$ cat config.mk
export PLATFORM = sky130hd
export DESIGN_NAME = pmc_ctrl
export DESIGN_NICKNAME = d
export VERILOG_FILES = /design/src/pmc_pkg.sv /design/src/pmc_ctrl.sv
export SDC_FILE = /design/constraint.sdc
export NUM_CORES = 1
export LEC_CHECK = 0
export ABC_AREA = 1
export BUFFER_PORTS_ARGS = -buffer_cell sky130_fd_sc_hd__buf_4
export CAP_MARGIN = 0
export CORE_MARGIN = 2
export CORE_UTILIZATION = 52
export CTS_CLUSTER_DIAMETER = 120
export CTS_CLUSTER_SIZE = 10
export DETAILED_ROUTE_END_ITERATION = 10
export PLACE_DENSITY = 0.78
export SYNTH_ARGS = -nofsm -noshare
export SYNTH_HDL_FRONTEND = slang
export SYNTH_SLANG_ARGS = --single-unit
$ cat constraint.sdc
create_clock -name core_clk -period 1.85 [get_ports core_clk]
set_input_delay 0.185 -clock core_clk [delete_from_list [all_inputs] [get_ports core_clk]]
set_output_delay 0.185 -clock core_clk [all_outputs]
set_load 0.03 [all_outputs]
$ cat src/pmc_pkg.sv
package pmc_pkg;

    typedef enum logic [1:0] {
        PMC_FULL_ON = 2'h0,
        PMC_ACTIVE = 2'h1,
        PMC_SLEEP = 2'h2,
        PMC_DEEP_SLEEP = 2'h3
    } pmc_mode_e;

    // peripheral clock enable bit positions
    localparam int PCE_PCI = 0;
    localparam int PCE_EBIU = 1;
    localparam int PCE_FLAGS = 2;
    localparam int PCE_MDMA = 3;
    localparam int PCE_SPORT0 = 4;
    localparam int PCE_SPORT1 = 5;
    localparam int PCE_SPI0 = 6;
    localparam int PCE_SPI1 = 7;
    localparam int PCE_UART0 = 8;
    localparam int PCE_UART1 = 9;
    localparam int PCE_TMR0 = 10;
    localparam int PCE_TMR1 = 11;
    localparam int PCE_TMR2 = 12;
    localparam int PCE_USB = 13;
    localparam int PCE_W = 14;
    localparam logic [13:0] PCE_RESET = 14'h3fff;

    localparam logic [5:0] MULT_MIN = 6'h01;
    localparam logic [5:0] MULT_MAX = 6'h1f;
    localparam logic [1:0] SSEL_RESET = 2'h0;

    // system clock select: system clock half period in core clock cycles
    localparam logic [3:0] SSEL_HALF_2 = 4'h4;
    localparam logic [3:0] SSEL_HALF_25 = 4'h5;
    localparam logic [3:0] SSEL_HALF_3 = 4'h6;
    localparam logic [3:0] SSEL_HALF_4 = 4'h8;

    typedef struct packed {
        logic [5:0] mult;
        logic bypass;
        logic div_in;
        logic [1:0] ssel;
    } pmc_pll_s;

    // software mode request codes
    typedef enum logic [1:0] {
        PMC_REQ_RUN = 2'h0,
        PMC_REQ_SLEEP = 2'h1,
        PMC_REQ_DEEP = 2'h2,
        PMC_REQ_NONE = 2'h3
    } pmc_req_e;

endpackage : pmc_pkg

$ cat src/pmc_ctrl.sv
`timescale 1ns/1ps
// Overview of operation
// - full on: pll enabled, not bypassed
// - active: pll bypassed, core at half input
// - active allows system clock select change
// - active permits system dma to l1
// - sleep stops core, keeps pll and sysclk
// - sleep wakes on any interrupt, bypass selects
// - no system dma to l1 in sleep
// - deep sleep: pll off, all clocks stopped
// - deep sleep blocks async logic accesses
// - deep sleep exits only on reset/rtc
// - reset wake samples bypass pin
// - rtc wake enters full on, unless a reset wake comes in the same cycle
// - deep sleep indicator while in deep sleep
// - other changes only via programming sequence
// - per-peripheral clock enable bits gate clocks
// - multiplier 1x..31x from pins, then software
// - system clock driven onto output pin
// - select field sets core/system ratio
// - select reset value from two flag pins
module pmc_ctrl (
    input wire logic core_clk,
    input wire logic rst_n,
    input wire logic [5:0] mult_pin,
    input wire logic bypass_pin,
    input wire logic div_pin,
    input wire logic [1:0] ssel_pin,
    input wire logic pll_wr,
    input wire pmc_pkg::pmc_pll_s pll_wdata,
    input wire logic [1:0] mode_req,
    input wire logic seq_idle,
    input wire logic irq_any,
    input wire logic reset_irq,
    input wire logic rtc_irq,
    input wire logic pce_wr,
    input wire logic [13:0] pce_wdata,
    output logic [1:0] mode,
    output pmc_pkg::pmc_pll_s pll_control_register,
    output logic pll_enable,
    output logic pll_bypassed,
    output logic core_clk_en,
    output logic sys_clk_en,
    output logic core_half_rate,
    output logic sys_dma_ok,
    output logic async_access_ok,
    output logic deep_sleep_ind,
    output logic [13:0] periph_clk_en,
    output logic system_clock_output
);

    ////////////////////////////////////////////////////////////////////
    // pin synchronisers
    logic [9:0] pin_s1_reg;
    logic [9:0] pin_s2_reg;
    logic [2:0] irq_s1_reg;
    logic [2:0] irq_s2_reg;
    logic [9:0] pin_s1_next;
    logic [9:0] pin_s2_next;
    logic [2:0] irq_s1_next;
    logic [2:0] irq_s2_next;
    logic strap_done_reg;
    logic strap_done_next;
    logic [1:0] strap_sh_reg;
    logic [1:0] strap_sh_next;

    always_comb
    begin
        pin_s1_next = {mult_pin, bypass_pin, div_pin, ssel_pin};
        pin_s2_next = pin_s1_reg;
        irq_s1_next = {irq_any, reset_irq, rtc_irq};
        irq_s2_next = irq_s1_reg;
        // straps reach the second stage at the second edge and are latched at the third
        strap_sh_next = {strap_sh_reg[0], 1'b1};
        strap_done_next = strap_sh_reg[1];
    end

    always_ff @(posedge core_clk or negedge rst_n)
    begin
        if (!rst_n)
        begin
            pin_s1_reg <= 10'h000;
            pin_s2_reg <= 10'h000;
            irq_s1_reg <= 3'h0;
            irq_s2_reg <= 3'h0;
            strap_done_reg <= 1'b0;
            strap_sh_reg <= 2'h0;
        end
        else
        begin
            pin_s1_reg <= pin_s1_next;
            pin_s2_reg <= pin_s2_next;
            irq_s1_reg <= irq_s1_next;
            irq_s2_reg <= irq_s2_next;
            strap_done_reg <= strap_done_next;
            strap_sh_reg <= strap_sh_next;
        end
    end

    logic irq_any_s;
    logic reset_irq_s;
    logic rtc_irq_s;
    assign irq_any_s = irq_s2_reg[2];
    assign reset_irq_s = irq_s2_reg[1];
    assign rtc_irq_s = irq_s2_reg[0];

    function automatic logic [5:0] clamp_mult(input logic [5:0] m);
        if (m < pmc_pkg::MULT_MIN)
            clamp_mult = pmc_pkg::MULT_MIN;
        else if (m > pmc_pkg::MULT_MAX)
            clamp_mult = pmc_pkg::MULT_MAX;
        else
            clamp_mult = m;
    endfunction : clamp_mult

    function automatic logic [3:0] ssel_half(input logic [1:0] s);
        case (s)
            2'h0: ssel_half = pmc_pkg::SSEL_HALF_2;
            2'h1: ssel_half = pmc_pkg::SSEL_HALF_25;
            2'h2: ssel_half = pmc_pkg::SSEL_HALF_3;
            default: ssel_half = pmc_pkg::SSEL_HALF_4;
        endcase
    endfunction : ssel_half

    ////////////////////////////////////////////////////////////////////
    // pll control and mode state
    pmc_pkg::pmc_pll_s pll_reg;
    pmc_pkg::pmc_pll_s pll_next;
    pmc_pkg::pmc_mode_e mode_reg;
    pmc_pkg::pmc_mode_e mode_next;
    logic [13:0] pce_reg;
    logic [13:0] pce_next;
    always_comb
    begin
        pll_next = pll_reg;
        mode_next = mode_reg;
        pce_next = pce_reg;
        if (!strap_done_reg)
        begin
            pll_next.mult = clamp_mult(pin_s2_reg[9:4]);
            pll_next.bypass = pin_s2_reg[3];
            pll_next.div_in = pin_s2_reg[2];
            pll_next.ssel = pin_s2_reg[1:0];
            mode_next = pin_s2_reg[3] ? pmc_pkg::PMC_ACTIVE : pmc_pkg::PMC_FULL_ON;
        end
        else
        begin
            if (pce_wr && mode_reg != pmc_pkg::PMC_DEEP_SLEEP)
                pce_next = pce_wdata;
            if (pll_wr && mode_reg != pmc_pkg::PMC_DEEP_SLEEP)
            begin
                pll_next.mult = clamp_mult(pll_wdata.mult);
                pll_next.bypass = pll_wdata.bypass;
                pll_next.div_in = pll_wdata.div_in;
                pll_next.ssel = pll_wdata.ssel;
            end
            case (mode_reg)
                pmc_pkg::PMC_FULL_ON, pmc_pkg::PMC_ACTIVE:
                begin
                    if (seq_idle)
                    begin
                        case (mode_req)
                            pmc_pkg::PMC_REQ_RUN:
                                mode_next = pll_reg.bypass ? pmc_pkg::PMC_ACTIVE
                                                           : pmc_pkg::PMC_FULL_ON;
                            pmc_pkg::PMC_REQ_SLEEP: mode_next = pmc_pkg::PMC_SLEEP;
                            pmc_pkg::PMC_REQ_DEEP: mode_next = pmc_pkg::PMC_DEEP_SLEEP;
                            default: mode_next = mode_reg;
                        endcase
                    end
                end
                pmc_pkg::PMC_SLEEP:
                begin
                    if (irq_any_s || reset_irq_s || rtc_irq_s)
                        mode_next = pll_reg.bypass ? pmc_pkg::PMC_ACTIVE
                                                   : pmc_pkg::PMC_FULL_ON;
                end
                pmc_pkg::PMC_DEEP_SLEEP:
                begin
                    if (reset_irq_s)
                    begin
                        mode_next = pin_s2_reg[3] ? pmc_pkg::PMC_ACTIVE
                                                  : pmc_pkg::PMC_FULL_ON;
                        pll_next.bypass = pin_s2_reg[3];
                    end
                    else if (rtc_irq_s)
                    begin
                        mode_next = pmc_pkg::PMC_FULL_ON;
                        pll_next.bypass = 1'b0;
                    end
                end
                default: mode_next = pmc_pkg::PMC_FULL_ON;
            endcase
        end
    end

    always_ff @(posedge core_clk or negedge rst_n)
    begin
        if (!rst_n)
        begin
            pll_reg <= '{mult: pmc_pkg::MULT_MIN, bypass: 1'b0, div_in: 1'b0,
                         ssel: pmc_pkg::SSEL_RESET};
            mode_reg <= pmc_pkg::PMC_FULL_ON;
            pce_reg <= pmc_pkg::PCE_RESET;
        end
        else
        begin
            pll_reg <= pll_next;
            mode_reg <= mode_next;
            pce_reg <= pce_next;
        end
    end

    ////////////////////////////////////////////////////////////////////
    // system clock divider (half-cycle counter in core clock units)
    logic [3:0] div_cnt_reg;
    logic [3:0] div_cnt_next;
    logic sclk_reg;
    logic sclk_next;
    logic [3:0] half_lim;

    always_comb
    begin
        half_lim = ssel_half(pll_reg.ssel);
        div_cnt_next = div_cnt_reg;
        sclk_next = sclk_reg;
        if (mode_reg == pmc_pkg::PMC_DEEP_SLEEP)
        begin
            div_cnt_next = 4'h0;
            sclk_next = 1'b0;
        end
        else if (div_cnt_reg >= (half_lim - 4'h1))
        begin
            div_cnt_next = 4'h0;
            sclk_next = ~sclk_reg;
        end
        else
            div_cnt_next = div_cnt_reg + 4'h1;
    end

    always_ff @(posedge core_clk or negedge rst_n)
    begin
        if (!rst_n)
        begin
            div_cnt_reg <= 4'h0;
            sclk_reg <= 1'b0;
        end
        else
        begin
            div_cnt_reg <= div_cnt_next;
            sclk_reg <= sclk_next;
        end
    end

    ////////////////////////////////////////////////////////////////////
    // outputs, all registered, driven from the next mode, the next pll bypass bit and the next clock enable register value
    logic [13:0] oen_next;
    logic [7:0] flags_next;
    logic [13:0] oen_reg;
    logic [7:0] flags_reg;

    always_comb
    begin
        flags_next = 8'h00;
        oen_next = pce_next;
        case (mode_next)
            pmc_pkg::PMC_FULL_ON: flags_next = 8'hb2;
            pmc_pkg::PMC_ACTIVE: flags_next = 8'hfe;
            pmc_pkg::PMC_SLEEP:
                flags_next = {1'b1, pll_next.bypass, 2'h1, pll_next.bypass, 3'h2};
            pmc_pkg::PMC_DEEP_SLEEP:
            begin
                flags_next = 8'h01;
                oen_next = 14'h0000;
            end
            default: flags_next = 8'h00;
        endcase
    end

    // flags: pll_en, bypassed, core_en, sys_en, half, dma, async, deep
    always_ff @(posedge core_clk or negedge rst_n)
    begin
        if (!rst_n)
        begin
            flags_reg <= 8'h00;
            oen_reg <= 14'h0000;
        end
        else
        begin
            flags_reg <= flags_next;
            oen_reg <= oen_next;
        end
    end

    assign mode = mode_reg;
    assign pll_control_register = pll_reg;
    assign pll_enable = flags_reg[7];
    assign pll_bypassed = flags_reg[6];
    assign core_clk_en = flags_reg[5];
    assign sys_clk_en = flags_reg[4];
    assign core_half_rate = flags_reg[3];
    assign sys_dma_ok = flags_reg[2];
    assign async_access_ok = flags_reg[1];
    assign deep_sleep_ind = flags_reg[0];
    assign periph_clk_en = oen_reg;
    assign system_clock_output = sclk_reg;

    ////////////////////////////////////////////////////////////////////
    // checks
    deep_ind_a: assert property (@(posedge core_clk) disable iff (!rst_n)
        (deep_sleep_ind == (mode_reg == pmc_pkg::PMC_DEEP_SLEEP)))
        else $error("deep sleep indicator disagrees with mode");
    rtc_wake_a: assert property (@(posedge core_clk) disable iff (!rst_n)
        (mode_reg == pmc_pkg::PMC_DEEP_SLEEP && !reset_irq_s && rtc_irq_s && strap_done_reg)
        |=> (mode_reg == pmc_pkg::PMC_FULL_ON))
        else $error("rtc wake did not enter full on");
    deep_stay_a: assert property (@(posedge core_clk) disable iff (!rst_n)
        (mode_reg == pmc_pkg::PMC_DEEP_SLEEP && !reset_irq_s && !rtc_irq_s && strap_done_reg)
        |=> (mode_reg == pmc_pkg::PMC_DEEP_SLEEP))
        else $error("deep sleep left without reset or rtc");
    sleep_wake_a: assert property (@(posedge core_clk) disable iff (!rst_n)
        (mode_reg == pmc_pkg::PMC_SLEEP && irq_any_s && strap_done_reg)
        |=> (mode_reg == ($past(pll_reg.bypass) ? pmc_pkg::PMC_ACTIVE : pmc_pkg::PMC_FULL_ON)))
        else $error("sleep wake went to wrong mode");
    full_on_clk_a: assert property (@(posedge core_clk) disable iff (!rst_n)
        mode_reg == pmc_pkg::PMC_FULL_ON && strap_done_reg
        |-> (pll_enable && !pll_bypassed && core_clk_en && sys_clk_en))
        else $error("full on clock settings wrong");
    sleep_clk_a: assert property (@(posedge core_clk) disable iff (!rst_n)
        mode_reg == pmc_pkg::PMC_SLEEP |-> (!core_clk_en && sys_clk_en && !sys_dma_ok))
        else $error("sleep clock settings wrong");
    deep_clk_a: assert property (@(posedge core_clk) disable iff (!rst_n)
        mode_reg == pmc_pkg::PMC_DEEP_SLEEP
        |-> (!pll_enable && !core_clk_en && !sys_clk_en && periph_clk_en == 14'h0000))
        else $error("deep sleep clocks not stopped");
    active_dma_a: assert property (@(posedge core_clk) disable iff (!rst_n)
        mode_reg == pmc_pkg::PMC_ACTIVE |-> (sys_dma_ok && core_half_rate))
        else $error("active mode dma or half rate missing");
    no_sw_change_a: assert property (@(posedge core_clk) disable iff (!rst_n)
        (strap_done_reg && !seq_idle && (mode_reg == pmc_pkg::PMC_FULL_ON
         || mode_reg == pmc_pkg::PMC_ACTIVE)) |=> $stable(mode_reg))
        else $error("mode changed outside programming sequence");

endmodule : pmc_ctrl

# Yosys cells after proc, flatten, opt, wreduce, memory -nomap -nowiden
# Index checks and enable logic that the tools add are counted.
# classes
n_addsub	2
n_reduce_logical	10
eq_ne	12
mux	27
n_bitwise	1
order_cmp	5
# ops
operator	n
$mux 14	3
$pmux 8 s4	1
$mux 6	4
$mux 10	2
$eq 2x2->1 const B	6
$gt 6x5->1 const B	2
$lt 6x1->1 const B	2
$pmux 2 s3	2
$pmux 4 s3	1
$mux 2	5
$eq 2x1->1 const B	4
$logic_not 2->1	4
$mux 4	2
$mux 1	7
$add 4x1->4 const B	1
$ge 4x4->1	1
$sub 4x1->4 const B	1
$logic_and 1x1->1	2
$logic_or 1x1->1	2
$ne 2x1->1 const B	1
$ne 2x2->1 const B	1
$reduce_bool 2->1	1
$reduce_or 2->1	1
$not 1->1	1
# totals
inputBits	44
regBits	82

# Depth between registers and ports, before layout
# logic_depth
ltp_word	9
depth_mapped	10

# Worst setup path after synthesis
# No wires, ideal clock.
# synth_timing
kind	register to register
from	register pll_reg (netlist bit pll_control_register[0])
to	register sclk_reg (netlist: system_clock_output)
path_stages_with_launch	10
synth_period_minus_slack_ns	1.799
t_required_ns	1.712
path_slack_ns	0.051
t_arrival_ns	1.661
cell_sequence	dfrtp_1 > inv_1 > ha_1 > ha_1 > inv_1 > o21bai_1 > nand3_1 > nand3_1 > o21ai_0 > a21oi_1
# synth_between
elab_chain_cells	5
# synth_lines
item	line_no	text
start, declared	pmc_ctrl.sv:127	pmc_pkg::pmc_pll_s pll_reg;
start signal, assigned	pmc_ctrl.sv:201	pll_reg <= '{mult: pmc_pkg::MULT_MIN, bypass: 1'b0, div_in: 1'b0,
start signal, assigned	pmc_ctrl.sv:208	pll_reg <= pll_next;
$eq 2x2->1 (tied with other cells)	pmc_ctrl.sv:117	case (s)
$pmux 4 s3 (*)	pmc_ctrl.sv:117	
$sub 4x1->4 (*)	pmc_ctrl.sv:232	else if (div_cnt_reg >= (half_lim - 4'h1))
$ge 4x4->1 (*)	pmc_ctrl.sv:232	
$reduce_bool 2->1 (no line) (*)	--	
end signal, assigned	pmc_ctrl.sv:251	sclk_reg <= sclk_next;
end, declared	pmc_ctrl.sv:218	logic sclk_reg;
# Mark *: on every way between the ends. The rest lies on a longest branch, timed or not.
# A chain may end at the register's enable or synchronous reset.

# Worst setup path in the final report
# Ends and elaborated chain as after synthesis.

==> run metrics <==
Area Overhead vs Synth 32.7%; final setup fails 0; CTS root buffer clkbuf_8; # rows 28; clk sinks 79; met3 routed wirelength 201 um; cells on worst reg2reg path 7; WL per Instance 12.6 um; Worst-path clk slew 80 ps; fin nets 442; Min-Delay Path Depth 3; synthesized area 3150 um2; GPL Wtd Cong 0.828; routed length on met2 3160 um; Net Count, Synth 346; global route total overflow 0; Worst Setup End Kind flop; YS warnings 0; worst path required time 2080 ps; Inserted Diodes 0; CTS max path bufs 2; starting density of the core 53.6%; area of the multi-input gates 926 um2; hold_ws 86.3 ps; clock latency on the worst-skew pair 340 ps; synthesized area per cell 10.9 um2; maxcap violations 0; FMAX 572 MHz; share of cells above drive strength 1 35.5%; Crit Path Max Fanout 5; Die Area 6700 um2; DRC 0; Worst Hold Class in2reg; DR top layer met4; largest net degree at the start of global routing 45; met1 WL 2410 um; Die Y 81.9 um; Critical Path AT 1980 ps; fin cells 466; fillers 432; CTS Buf Count 9; #FFs+latches synth 79; antenna-violating nets left 0; sequential area share after synthesis 63.3%; routed vias 2178; CP startpoint kind flop; Final period util 94.4%; leakage power 2.12 nW; clk_skew 14.7 ps; CTS tree built; Distinct cells, synth 33; first-pass GRT wire length 9470 um; setup TNS 0 ps; routed wire length 5880 um; 1st-iter DRT viols 65; num ports 79; vias in the first global route 2179; Power Density 1100 nW/um2; hpwl dp 4080 um; placed cells 436; first-pass iteration count of the detailed router 4; synthesized netlist cell count 290; Core Area 5890 um2; initial antenna violation count 0; Final Slew Violations 0; critical path class reg2reg; status finished clean; Sequential Area 2000 um2; RSZ-0062 raised after global routing no; port bufs 78; utilization after layout 71.1%; via/cell ratio 4.67; CTS H-tree lvls 3; Hold Fails Final Rpt 0; Final min period 1750 ps; Max VDD drop 0.633 mV; Tot GR Track Use 19.0%; Die Wd 81.9 um
critical path, cell delays in order, from the launching register on:
cell	delay [ps]
dfrtp_2	440
ha_1	220
xnor2_1	120
ha_1	320
a21oi_2	210
nand3_2	100
o21ai_0	170
a21oi_1	60
per-layer routing:
metal  global-route usage, %  up-vias
met5                       0        -
met4                    9.33        0
met3                    3.19        9
met2                    33.0       54
met1                    22.9     1025
li1                        -     1090
layout make-up:
| cell class | instances | area share, % |
|---|---|---|
| clock buffers | 11 | 3.38 |
| clock inverters | 5 | 1.94 |
| flip-flops and latches | 79 | 47.7 |
| multi-input cells | 151 | 22.1 |
| well taps | 75 | 2.24 |
| repair buffers | 94 | 18.0 |
| inverters | 51 | 4.58 |
through the flow:
stage	total power (W)	instance area, um2	worst slack, ps
global route	0.00482	4180	5.90
CTS	0.00457	4150	69.6
detailed placement	0.00316	3790	93.7
finish	0.00458	4180	103
global placement	0.00311	3790	189
floorplan	0.00277	3150	51.4
logic make-up (layout without fill, tap and decap cells):
group / Yosys count / after routing / share of synthesized area, %
flip-flops: 79 / 79 / 63.3
XOR/XNOR: 3 / 3 / 0.833
AND/OR/NAND/NOR: 91 / 91 / 13.4
other: 1 / 1 / 0.119
buffers and inverters: 60 / 161 / 8.41
AO/OA/AOI/OAI: 44 / 44 / 9.17
adder cells (fa/ha/maj): 12 / 12 / 4.76
cell usage after synthesis:
cell	n	share of area, %
nor2_4	1	0.36
nand4_1	3	0.60
nand2_2	2	0.40
conb_1	1	0.12
o211ai_1	5	1.2
nand3_1	11	1.7
nand3_4	1	0.56
xor2_1	1	0.28
inv_2	3	0.36
buf_2	2	0.32
or2_2	1	0.20
o31ai_1	1	0.24
a21oi_2	9	2.5
o21ai_1	1	0.16
buf_6	1	0.36
inv_1	48	5.7
o21bai_4	1	0.60
o21ai_0	18	2.9
dfrtp_1	64	51
buf_4	5	1.2
nor2_1	16	1.9
nand3_2	2	0.63
ha_1	12	4.8
o21ai_2	1	0.28
buf_8	1	0.48
nor3_1	1	0.16
a21oi_1	7	1.1
xnor2_1	2	0.56
dfstp_2	15	13
nor2_2	1	0.20
nand2_4	2	0.71
nand2_1	50	6.0
o21bai_1	1	0.24
final timing paths:
check / from / endpoint / slack, ps
max in group asynchronous: rst_n / pce_reg[13] / 880
worst max register to register: pll_control_register[0] / system_clock_output / 100
min in group asynchronous: rst_n / pin_s1_reg[2] / 340
worst min register to register: irq_s1_reg[2] / irq_s2_reg[2] / 350
worst max-delay path: pll_control_register[0] / system_clock_output / 100
worst min-delay path: pce_wdata[3] / pce_reg[3] / 90
repair_timing:
action                                  in CTS  in global routing
buffers inserted                             0                  0
hold buffers                                14                  0
hold endpoints to repair                    36                  0
resized for setup                            0                  5
endpoints found under the setup margin       0                  5
where the power goes:
part           leakage [nW]  internal, W  switching [W]  total [W]
Sequential            0.903      0.00198       0.000119    0.00209
Clock                 0.110     0.000797       0.000599    0.00140
Combinational          1.10     0.000442       0.000652    0.00109
Total                  2.12      0.00321        0.00137    0.00458
layout by cell type (no fill, tap or decap), types with 2 or more instances in the layout:
cell / instances
dlygate4sd3_1: 14
ha_1: 10
dfstp_2: 15
bufinv_16: 2
dfrtp_1: 63
xnor2_1: 2
ha_4: 2
o211ai_1: 5
nor2_1: 16
a21oi_2: 10
o21ai_0: 18
nand2_2: 2
nand2_4: 2
a21oi_1: 6
inv_1: 48
nand3_1: 10
nand2_1: 50
nand3_2: 3
inv_2: 3
clkbuf_8: 10
nand4_1: 3
buf_4: 79
(Power assumes the default switching activity.)
